**config.mk**
```make
export PLATFORM = sky130hd
export DESIGN_NAME = serr_top
export DESIGN_NICKNAME = d
export VERILOG_FILES = /design/src/common/serr_pkg.sv /design/src/rtl/serr_top.sv
export SDC_FILE = /design/constraint.sdc
export NUM_CORES = 1
export LEC_CHECK = 0
export BUFFER_PORTS_ARGS = -buffer_cell sky130_fd_sc_hd__buf_2
export CAP_MARGIN = 10
export CORE_MARGIN = 5
export CORE_UTILIZATION = 62
export CTS_BUF_LIST = sky130_fd_sc_hd__clkbuf_2
export CTS_CLUSTER_DIAMETER = 40
export DETAILED_ROUTE_END_ITERATION = 8
export PLACE_DENSITY = 0.82
export SLEW_MARGIN = 20
export SYNTH_ARGS = -nofsm -noshare
export SYNTH_HDL_FRONTEND = slang
export SYNTH_SLANG_ARGS = --single-unit
```
**constraint.sdc**
```tcl
create_clock -name CLOCK -period 3.5 [get_ports CLOCK]
set_clock_uncertainty 0.2 [all_clocks]
set_input_delay 0.175 -clock CLOCK [delete_from_list [all_inputs] [get_ports CLOCK]]
set_output_delay 0.175 -clock CLOCK [all_outputs]
set_load 0.05 [all_outputs]
```
**src/common/serr_pkg.sv**
```systemverilog
// package: constants for the receiver error handling and status output stage
package serr_pkg;
	// clock and timing
	localparam int unsigned CLK_KHZ = 125000;
	localparam int unsigned HOLD_MS = 45; // least fault hold time
	localparam int unsigned HOLD_CYCLES = HOLD_MS * CLK_KHZ;
	// parity error runs
	localparam logic [3:0] ERR_LONG_RUN = 4'h9;
	localparam logic [3:0] ERR_CNT_MAX = 4'hf;
	// channel status layout
	localparam int unsigned CS_BITS = 192;
	localparam logic [7:0] CS_IDX_NONPCM = 8'h01;
	localparam logic [7:0] CS_IDX_EMPH = 8'h03;
	localparam logic [7:0] CS_IDX_FS_LO = 8'h18;
	localparam logic [7:0] CS_IDX_FS_HI = 8'h1b;
	localparam logic [7:0] CS_IDX_LAST = 8'hbf;
	// register offsets (byte addresses)
	localparam logic [7:0] OFS_CTRL = 8'h00;
	localparam logic [7:0] OFS_STATUS = 8'h04;
	localparam logic [7:0] OFS_FS = 8'h08;
	// control field positions
	localparam int unsigned CT_OR_LO = 0; // nonaudio_or_select[1:0]
	localparam int unsigned CT_VPIN = 2; // validity_pin_select
	localparam int unsigned CT_UPIN = 3; // user_pin_select
	localparam int unsigned CT_BS_LO = 4; // block_sync_select_lo
	localparam int unsigned CT_BS_HI = 5; // block_sync_select_hi
	localparam int unsigned CT_IRQ = 6; // burst_irq_source
	localparam logic [6:0] CTRL_RESET = 7'h00;
	// lock supervisor states, one-hot
	typedef enum logic [2:0] {
		LK_RUN = 3'b001,
		LK_HOLD = 3'b010,
		LK_RESUME = 3'b100
	} serr_lock_t;
endpackage

```
**src/rtl/serr_top.sv**
```systemverilog
// module: error substitution, mute, recovery and status pin outputs
//
// Function
// - runs of up to 8 parity errors on PCM reuse last good L/R sample
// - short error runs on non-PCM data pass the words through unchanged
// - PCM or non-PCM is decided by status bit 1 from before the errors
// - audio is muted on lock loss or on 9 or more errors in a row
// - during short runs status bits keep the previous block's value per bit
// - long runs force audio, status, validity, user low; fs result stays
// - short runs keep validity and user live and hold channel status
// - lock error forces audio, fs result, status, validity, user low
// - seeing block, left and right preambles counts as lock regained
// - audio resumes at first word clock edge after the fault flag falls
// - non-audio flag follows status bit 1 at once, even during fault
// - non-audio flag may be ORed with the burst or surround flag
// - pre-emphasis flag follows status bit 3 of error-free subframes at once, even during fault
// - validity pin shows each subframe's validity bit when selected
// - validity leads its audio word by half to one frame
// - user pin select works only while high block-sync select is 0
// - high block-sync select puts serial status bits on the shared pin
// - receive block start is high only while status bit 0 is output
// - block start pin carries receive or transmit sync, never both
// - burst or surround sync raises the interrupt when enabled
// - burst sync is searched only while status bit 1 says non-PCM
// - surround needs sync and base rate; extension needs core first
// - burst flags clear on fs change, lock error or data error
// - fault flag rises on lock or data error, word aligned except in resume, then held
// - a changed fs field in status raises the fault flag at once
`timescale 1ns/100ps
module serr_top #(
	parameter int unsigned WIDTH = 24,
	parameter int unsigned HOLD_CYC = serr_pkg::HOLD_CYCLES
) (
	input wire logic CLOCK,
	input wire logic RESETN,
	// subframes from the demodulator
	input wire logic SUB_VALID,
	input wire logic SUB_RIGHT,
	input wire logic SUB_BLOCK,
	input wire logic [WIDTH-1:0] SUB_DATA,
	input wire logic SUB_PAR_ERR,
	input wire logic SUB_VBIT,
	input wire logic SUB_UBIT,
	input wire logic SUB_CBIT,
	input wire logic PLL_LOCKED,
	input wire logic PREAMBLES_SEEN,
	input wire logic [7:0] FS_RESULT,
	input wire logic FRAME_WORD_CLOCK,
	// sync detectors
	input wire logic BURST_SYNC,
	input wire logic SURR_SYNC,
	input wire logic SURR_BASE_OK,
	input wire logic SURR_EXT_SYNC,
	// other sources sharing the block start pin
	input wire logic TX_BLOCK_SYNC,
	input wire logic CLOCK_SWITCH_IN,
	// register port
	input wire logic [7:0] REG_ADDR,
	input wire logic [31:0] REG_WDATA,
	input wire logic REG_WR,
	input wire logic REG_RD,
	output logic [31:0] REG_RDATA,
	// outputs
	output logic [WIDTH-1:0] AUDIO_WORD,
	output logic AUDIO_STROBE,
	output logic AUDIO_RIGHT,
	output logic LOCK_FAULT_FLAG,
	output logic [7:0] FS_OUT,
	output logic NONAUDIO_FLAG,
	output logic PREEMPH_FLAG_OUT,
	output logic VALIDITY_OUT,
	output logic USER_BIT_OUT,
	output logic CHAN_STATUS_SERIAL_OUT,
	output logic AUDIO_VALIDITY_PIN,
	output logic EMPH_USER_CS_PIN,
	output logic BLOCK_START_OUT,
	output logic IRQ_OUT
);
	logic [6:0] ctrl_q;
	logic [3:0] err_cnt_q;
	logic [7:0] cs_idx_q;
	logic [serr_pkg::CS_BITS-1:0] cs_prev_q;
	logic [2:0] fs_cur_q;
	logic [3:0] fs_ref_q;
	logic fs_ref_ok_q;
	logic fs_chg;
	logic nonpcm_q;
	logic pcm_class_q;
	logic [WIDTH-1:0] good_l_q, good_r_q;
	logic [WIDTH-1:0] word_l_q, word_r_q;
	logic wclk_q;
	logic wclk_edge;
	logic [25:0] hold_q;
	serr_pkg::serr_lock_t lk_q;
	logic long_err;
	logic lock_err;
	logic fault_cause;
	logic muted;
	logic burst_q, surr_q, surr_ext_q;
	logic cs_bit;
	logic [3:0] err_next;

	// next run length; saturates so a long outage cannot wrap back to short
	assign err_next = (err_cnt_q == serr_pkg::ERR_CNT_MAX) ? err_cnt_q
		: err_cnt_q + 4'h1;
	assign long_err = (err_cnt_q >= serr_pkg::ERR_LONG_RUN);
	assign lock_err = !PLL_LOCKED;
	assign fault_cause = lock_err | long_err;
	assign wclk_edge = FRAME_WORD_CLOCK != wclk_q;
	// resume state is unmuted so its word edge already carries audio
	assign muted = (lk_q == serr_pkg::LK_HOLD) | long_err | lock_err;
	// status bit shown for this subframe: stale copy during a short run
	assign cs_bit = SUB_PAR_ERR ? cs_prev_q[cs_idx_q] : SUB_CBIT;

	// control register writes
	always_ff @(posedge CLOCK or negedge RESETN) begin
		if (!RESETN) begin
			ctrl_q <= serr_pkg::CTRL_RESET;
		end else if (REG_WR && REG_ADDR == serr_pkg::OFS_CTRL) begin
			ctrl_q <= REG_WDATA[6:0];
		end
	end

	// register reads: data one cycle after the strobe, zero elsewhere
	always_ff @(posedge CLOCK or negedge RESETN) begin
		if (!RESETN) begin
			REG_RDATA <= 32'h0;
		end else if (!REG_RD) begin
			REG_RDATA <= 32'h0;
		end else if (REG_ADDR == serr_pkg::OFS_CTRL) begin
			REG_RDATA <= {25'h0, ctrl_q};
		end else if (REG_ADDR == serr_pkg::OFS_STATUS) begin
			REG_RDATA <= {24'h0, err_cnt_q, surr_ext_q, surr_q, burst_q,
				LOCK_FAULT_FLAG};
		end else if (REG_ADDR == serr_pkg::OFS_FS) begin
			REG_RDATA <= {24'h0, FS_OUT};
		end else begin
			REG_RDATA <= 32'h0;
		end
	end

	// consecutive parity error run length
	always_ff @(posedge CLOCK or negedge RESETN) begin
		if (!RESETN) begin
			err_cnt_q <= 4'h0;
		end else if (SUB_VALID) begin
			err_cnt_q <= SUB_PAR_ERR ? err_next : 4'h0;
		end
	end

	// position in the status block, restarted by the block preamble
	always_ff @(posedge CLOCK or negedge RESETN) begin
		if (!RESETN) begin
			cs_idx_q <= 8'h00;
		end else if (SUB_VALID && SUB_BLOCK && !SUB_RIGHT) begin
			cs_idx_q <= 8'h00;
		end else if (SUB_VALID && SUB_RIGHT) begin
			cs_idx_q <= (cs_idx_q == serr_pkg::CS_IDX_LAST) ? 8'h00
				: cs_idx_q + 8'h01;
		end
	end

	// previous block copy, updated per bit only from clean left subframes
	always_ff @(posedge CLOCK or negedge RESETN) begin
		if (!RESETN) begin
			cs_prev_q <= '0;
		end else if (SUB_VALID && !SUB_RIGHT && !SUB_PAR_ERR) begin
			cs_prev_q[cs_idx_q] <= SUB_CBIT;
		end
	end

	// fs field compare against the last block; fires at the field's end
	always_ff @(posedge CLOCK or negedge RESETN) begin
		if (!RESETN) begin
			fs_cur_q <= 3'h0;
			fs_ref_q <= 4'h0;
			fs_ref_ok_q <= 1'b0;
			fs_chg <= 1'b0;
		end else begin
			fs_chg <= 1'b0;
			if (lock_err) begin
				fs_ref_ok_q <= 1'b0; // a new source is not a change
			end else if (SUB_VALID && !SUB_RIGHT && !SUB_PAR_ERR) begin
				if (cs_idx_q >= serr_pkg::CS_IDX_FS_LO &&
					cs_idx_q < serr_pkg::CS_IDX_FS_HI) begin
					fs_cur_q <= {SUB_CBIT, fs_cur_q[2:1]};
				end else if (cs_idx_q == serr_pkg::CS_IDX_FS_HI) begin
					fs_ref_q <= {SUB_CBIT, fs_cur_q};
					fs_ref_ok_q <= 1'b1;
					fs_chg <= fs_ref_ok_q &&
						(fs_ref_q != {SUB_CBIT, fs_cur_q});
				end
			end
		end
	end

	// stream class: live bit 1 for the pins, pre-error copy for data
	always_ff @(posedge CLOCK or negedge RESETN) begin
		if (!RESETN) begin
			nonpcm_q <= 1'b0;
			pcm_class_q <= 1'b1;
		end else if (SUB_VALID && !SUB_RIGHT &&
			cs_idx_q == serr_pkg::CS_IDX_NONPCM) begin
			nonpcm_q <= SUB_CBIT;
			if (!SUB_PAR_ERR && err_cnt_q == 4'h0) begin
				pcm_class_q <= !SUB_CBIT;
			end
		end
	end

	// sample substitution per channel
	always_ff @(posedge CLOCK or negedge RESETN) begin
		if (!RESETN) begin
			good_l_q <= '0;
			good_r_q <= '0;
			word_l_q <= '0;
			word_r_q <= '0;
		end else if (SUB_VALID) begin
			if (!SUB_PAR_ERR) begin
				if (SUB_RIGHT) begin
					good_r_q <= SUB_DATA;
					word_r_q <= SUB_DATA;
				end else begin
					good_l_q <= SUB_DATA;
					word_l_q <= SUB_DATA;
				end
			end else if (pcm_class_q) begin
				// pcm: repeat last good sample of the same channel
				if (SUB_RIGHT) begin
					word_r_q <= good_r_q;
				end else begin
					word_l_q <= good_l_q;
				end
			end else if (SUB_RIGHT) begin
				word_r_q <= SUB_DATA;
			end else begin
				word_l_q <= SUB_DATA;
			end
		end
	end

	// word clock edge detect; the level is already synchronous
	always_ff @(posedge CLOCK or negedge RESETN) begin
		if (!RESETN) begin
			wclk_q <= 1'b0;
		end else begin
			wclk_q <= FRAME_WORD_CLOCK;
		end
	end

	// lock supervisor: raise on cause, hold, release on a word edge
	always_ff @(posedge CLOCK or negedge RESETN) begin
		if (!RESETN) begin
			lk_q <= serr_pkg::LK_RUN;
			hold_q <= 26'h0;
		end else begin
			case (lk_q)
				serr_pkg::LK_RUN: begin
					if (fs_chg || (fault_cause && wclk_edge)) begin
						lk_q <= serr_pkg::LK_HOLD;
						hold_q <= 26'(HOLD_CYC);
					end
				end
				serr_pkg::LK_HOLD: begin
					if (fault_cause || !PREAMBLES_SEEN) begin
						hold_q <= 26'(HOLD_CYC); // restart while still bad
					end else if (hold_q != 26'h0) begin
						hold_q <= hold_q - 26'h1;
					end else if (wclk_edge) begin
						lk_q <= serr_pkg::LK_RESUME;
					end
				end
				serr_pkg::LK_RESUME: begin
					if (fs_chg || fault_cause) begin
						lk_q <= serr_pkg::LK_HOLD;
						hold_q <= 26'(HOLD_CYC);
					end else if (wclk_edge) begin
						lk_q <= serr_pkg::LK_RUN;
					end
				end
				default: begin
					lk_q <= serr_pkg::LK_RUN;
				end
			endcase
		end
	end

	// serial audio word, one per word clock edge; low falls on left
	always_ff @(posedge CLOCK or negedge RESETN) begin
		if (!RESETN) begin
			AUDIO_WORD <= '0;
			AUDIO_STROBE <= 1'b0;
			AUDIO_RIGHT <= 1'b0;
		end else begin
			AUDIO_STROBE <= wclk_edge;
			if (wclk_edge) begin
				AUDIO_RIGHT <= FRAME_WORD_CLOCK;
				if (muted) begin
					AUDIO_WORD <= '0;
				end else begin
					AUDIO_WORD <= FRAME_WORD_CLOCK ? word_r_q : word_l_q;
				end
			end
		end
	end

	// fault flag and fs result pins
	always_ff @(posedge CLOCK or negedge RESETN) begin
		if (!RESETN) begin
			LOCK_FAULT_FLAG <= 1'b0;
			FS_OUT <= 8'h00;
		end else begin
			LOCK_FAULT_FLAG <= (lk_q == serr_pkg::LK_HOLD);
			FS_OUT <= lock_err ? 8'h00 : FS_RESULT;
		end
	end

	// per-subframe bits; sampled at arrival so they lead the audio word
	always_ff @(posedge CLOCK or negedge RESETN) begin
		if (!RESETN) begin
			VALIDITY_OUT <= 1'b0;
			USER_BIT_OUT <= 1'b0;
			CHAN_STATUS_SERIAL_OUT <= 1'b0;
		end else if (lock_err || long_err) begin
			VALIDITY_OUT <= 1'b0;
			USER_BIT_OUT <= 1'b0;
			CHAN_STATUS_SERIAL_OUT <= 1'b0;
		end else if (SUB_VALID) begin
			VALIDITY_OUT <= SUB_VBIT;
			USER_BIT_OUT <= SUB_UBIT;
			CHAN_STATUS_SERIAL_OUT <= cs_bit;
		end
	end

	// flags from live status, not gated by the fault flag
	always_ff @(posedge CLOCK or negedge RESETN) begin
		if (!RESETN) begin
			NONAUDIO_FLAG <= 1'b0;
			PREEMPH_FLAG_OUT <= 1'b0;
		end else begin
			case (ctrl_q[serr_pkg::CT_OR_LO +: 2])
				2'h1: NONAUDIO_FLAG <= nonpcm_q | burst_q;
				2'h2: NONAUDIO_FLAG <= nonpcm_q | surr_q;
				default: NONAUDIO_FLAG <= nonpcm_q;
			endcase
			if (SUB_VALID && !SUB_RIGHT && !SUB_PAR_ERR &&
				cs_idx_q == serr_pkg::CS_IDX_EMPH) begin
				PREEMPH_FLAG_OUT <= SUB_CBIT;
			end
		end
	end

	// shared pins; receive block sync owns the status pin when chosen
	always_ff @(posedge CLOCK or negedge RESETN) begin
		if (!RESETN) begin
			AUDIO_VALIDITY_PIN <= 1'b0;
			EMPH_USER_CS_PIN <= 1'b0;
			BLOCK_START_OUT <= 1'b0;
		end else begin
			AUDIO_VALIDITY_PIN <= ctrl_q[serr_pkg::CT_VPIN] ? VALIDITY_OUT
				: NONAUDIO_FLAG;
			if (ctrl_q[serr_pkg::CT_BS_HI]) begin
				EMPH_USER_CS_PIN <= CHAN_STATUS_SERIAL_OUT;
				BLOCK_START_OUT <= (cs_idx_q == 8'h00) && !muted;
			end else begin
				EMPH_USER_CS_PIN <= ctrl_q[serr_pkg::CT_UPIN] ? USER_BIT_OUT
					: PREEMPH_FLAG_OUT;
				// lo select picks transmit sync, otherwise clock switch
				BLOCK_START_OUT <= ctrl_q[serr_pkg::CT_BS_LO] ? TX_BLOCK_SYNC
					: CLOCK_SWITCH_IN;
			end
		end
	end

	// burst and surround detection; the clear wins, as a stale flag lies
	always_ff @(posedge CLOCK or negedge RESETN) begin
		if (!RESETN) begin
			burst_q <= 1'b0;
			surr_q <= 1'b0;
			surr_ext_q <= 1'b0;
		end else if (fs_chg || lock_err || long_err || LOCK_FAULT_FLAG) begin
			burst_q <= 1'b0;
			surr_q <= 1'b0;
			surr_ext_q <= 1'b0;
		end else begin
			if (BURST_SYNC && nonpcm_q) begin
				burst_q <= 1'b1;
			end
			if (SURR_SYNC && SURR_BASE_OK) begin
				surr_q <= 1'b1;
			end
			if (surr_q && SURR_EXT_SYNC) begin
				surr_ext_q <= 1'b1;
			end
		end
	end

	// interrupt level while an enabled detection flag stands
	always_ff @(posedge CLOCK or negedge RESETN) begin
		if (!RESETN) begin
			IRQ_OUT <= 1'b0;
		end else begin
			IRQ_OUT <= ctrl_q[serr_pkg::CT_IRQ] & (burst_q | surr_q);
		end
	end
endmodule // serr_top

```
==> metrics.txt <==
period utilisation layout=0.940; DP Cell Count=between 2000 and 2500; Synth area leaders=dfrtp_1 (52%), mux2_2 (15%), mux4_2 (5.6%); setup ws final=0.209 ns; Clk pin slew, worst setup/hold paths=between 0.1 and 0.15 ns; GRT Residual Overflow=0; synthesized area per cell=11.4 um2; DRC viols=0; largest net degree at the start of global routing=130; Worst Path Arrival=between 4 and 5 ns; NumNets Final=2091; Root Buffer=clkbuf_2; CTS Buf Count=98; Distinct cells, synth=62; CP max-delay cell=or4_1; # Post-CTS Setup Buffers=0; actual slew at the worst max-slew pin=between 0.9 and 1 ns; pwr dens=~480 nW/um2; design area=between 20000 and 25000 um2; CTS tree=yes; post-route non-filler standard cell count=about 2400; highest clock rate=approximately 0.30 GHz; Hold Vio Cnt, Final=0; worst vdd ir=0.286 mV; Warnings, synthesis=0; initial DRC count=1584; RSZ-0062 raised after global routing=no; crit path cell chain=inv_1, ha_1, or4b_1, or4_1, nor3_2, nand3_1, dlygate4sd3_1, a221oi_1, o22a_1; vias after detailed routing=around 15000; final wirelength=roughly 52 mm; Top FF cell, synth=dfrtp_1; Pre-antenna DRT Iters=5; Skew-Pair Late Insertion Delay=approximately 1.0 ns; number of synthesized flops with an enable pin=0; Crit. End Element=flop; Overall Power=~11 mW; routing usage on met2=0.494; Die Wd=about 190 um; CP peak stage delay=a little under 0.6 ns; MaxCap Viol Count=0; M3 GR Usage=0.0591; Worst setup SP type=flop; largest area contributor in the netlist=dfrtp_1; post-synth top area share=0.520; DIE AREA=~35000 um2; Syn Inst Count=about 1700; ys async rst share=1.00; top post-synthesis cells by count=dfrtp_1 (400), nand2_1 (267), mux2_2 (258); HPWL Detailed=~28 mm; HP Class=in2reg; Core Util, Final=0.739; critical path type=reg2reg; # rows=64; CTS Buffer Depth=3; flops & latches, synth=between 400 and 500; R2R cell count=9; area post-placement=20200 um2; crit-path max FO=5; Max Slew Vio Count=0; ANT nets after route=0; Core ar.=30700 um2; Sink Count=around 400; fill count=1937; share of cells above drive strength 1=0.314; IO buf count=118; Worst EP required=4.22 ns; die span in y=roughly 190 um; Initial Util=0.628; Avg WL per Cell=21.4 um; Layout area overhead=17.8%; most common cell in the netlist=dfrtp_1; vias in the first global route=~16000; initial antenna violation count=4; sum of negative setup slack=0 ns; Hold WS=between 0.06 and 0.07 ns; Setup Slack @ Placement=between 0.3 and 0.4 ns; status=complete, no violations; met1 GRT Util=0.395; Slew Limit Headroom=0.399; RD Place Congestion=around 0.88; num ports=168; grt peak-use layer=met2; gr usage total=0.304; Cells on Worst Hold Path=5; endpoints failing setup=0; number of vias per cell=around 6.2; Lkg Pwr=around 11 nW; H-tree depth=3; Seq/Total Area, Yosys=0.523; Mapped Area=between 15000 and 20000 um2; min cycle time layout=3.29 ns; first-pass GRT wire length=83.7 mm
==> cells in the final DEF, fill, tap and decap left out, drive strengths merged, types with 6 or more instances in the layout <==
| cell | Yosys | layout |
|---|---|---|
| dfrtp | 400 | 400 |
| nand2 | 267 | 267 |
| mux2 | 258 | 258 |
| buf | 45 | 173 |
| dlygate4sd3 | 0 | 159 |
| clkbuf | 104 | 135 |
| a21oi | 100 | 100 |
| o21ai | 77 | 77 |
| mux4 | 48 | 48 |
| nor2 | 45 | 45 |
| mux2i | 32 | 32 |
| and2 | 31 | 31 |
| nor2b | 30 | 30 |
| a22oi | 28 | 28 |
| a221oi | 26 | 26 |
| conb | 1 | 24 |
| nand3 | 21 | 21 |
| nor3 | 20 | 20 |
| inv | 15 | 17 |
| clkinv | 1 | 14 |
| or4 | 13 | 13 |
| or3 | 11 | 11 |
| o31ai | 11 | 11 |
| ha | 10 | 10 |
| nand2b | 9 | 9 |
| xnor2 | 6 | 6 |
| nand4 | 6 | 6 |
| xor2 | 6 | 6 |
==> worst max-delay path: cells and delay by family, from the launching register on <==
kind,cells,cell delay [ns]
adders and majority gates,1,0.17
and+or+nand+nor,4,1.28
AOI/OAI and AO/OA,2,0.49
buffers and inverters,2,0.65
DFF,1,0.43
==> power breakdown <==
| group | switching (mW) | internal, mW |
|---|---|---|
| clock network | 1.92 | 1.10 |
| registers | 0.344 | 5.06 |
| logic | 1.49 | 0.940 |
==> sequential cells by signal, indices dropped and copies added, names as in the netlist, 3 cells and up <==
register and cells:
cs_idx_q 8, REG_RDATA 8, hold_q 26, fs_cur_q 3, good_r_q 24, word_l_q 24, ctrl_q 7, AUDIO_WORD 24
lk_q 3, fs_ref_q 4, good_l_q 24, word_r_q 24, FS_OUT 8, cs_prev_q 191, err_cnt_q 4
==> routing by layer <==
layer	part of all wire	vias to the layer above
met2	0.49	779
li1	-	6612
met1	0.38	7538
met3	0.080	208
met5	0	-
met4	0.049	0
==> cell families after synthesis <==
| kind of cell | after synthesis | synth area share |
|---|---|---|
| AND/OR/NAND/NOR | 477 | 0.115 |
| flip-flops | 402 | 0.523 |
| multiplexers | 338 | 0.224 |
| AO/OA/AOI/OAI | 277 | 0.0878 |
| buffers and inverters | 165 | 0.0385 |
| XOR/XNOR | 12 | 0.00546 |
| adder cells (fa/ha/maj) | 11 | 0.00702 |
| other | 1 | 0.000195 |
==> final timing paths <==
path / startpoint / endpoint / slack [ns]
setup / recovery: hold_q[0]$_DFFE_PN0P_ / lk_q[2]$_DFFE_PN0P_ / 0.21
hold / removal: SUB_DATA[23] / word_l_q[23]$_DFFE_PN0P_ / 0.07
setup reg to reg: hold_q[0]$_DFFE_PN0P_ / lk_q[2]$_DFFE_PN0P_ / 0.21
hold reg to reg: word_r_q[16]$_DFFE_PN0P_ / word_r_q[16]$_DFFE_PN0P_ / 0.29
max in group asynchronous: RESETN / good_l_q[10]$_DFFE_PN0P_ / 1.34
min in group asynchronous: RESETN / USER_BIT_OUT$_DFFE_PN0P_ / 0.50
==> cell type report <==
class	count	area [um2]	area share
Sequential cell	402	10100	0.444
Multi-Input combinational cell	1139	8570	0.378
Timing Repair Buffer	332	2680	0.118
Clock buffer	135	676	0.0298
Tap cell	396	495	0.0218
Clock inverter	20	120	0.00530
Inverter	16	60.1	0.00265
Antenna cell	4	10.0	0.000441
==> repair_timing <==
action | in CTS | in global routing
setup endpoints to repair | 0 | 1
resized for setup | 0 | 1
hold buffers | 158 | 1
hold endpoints to repair | 763 | 18
Power figures use the tool's default switching activity.
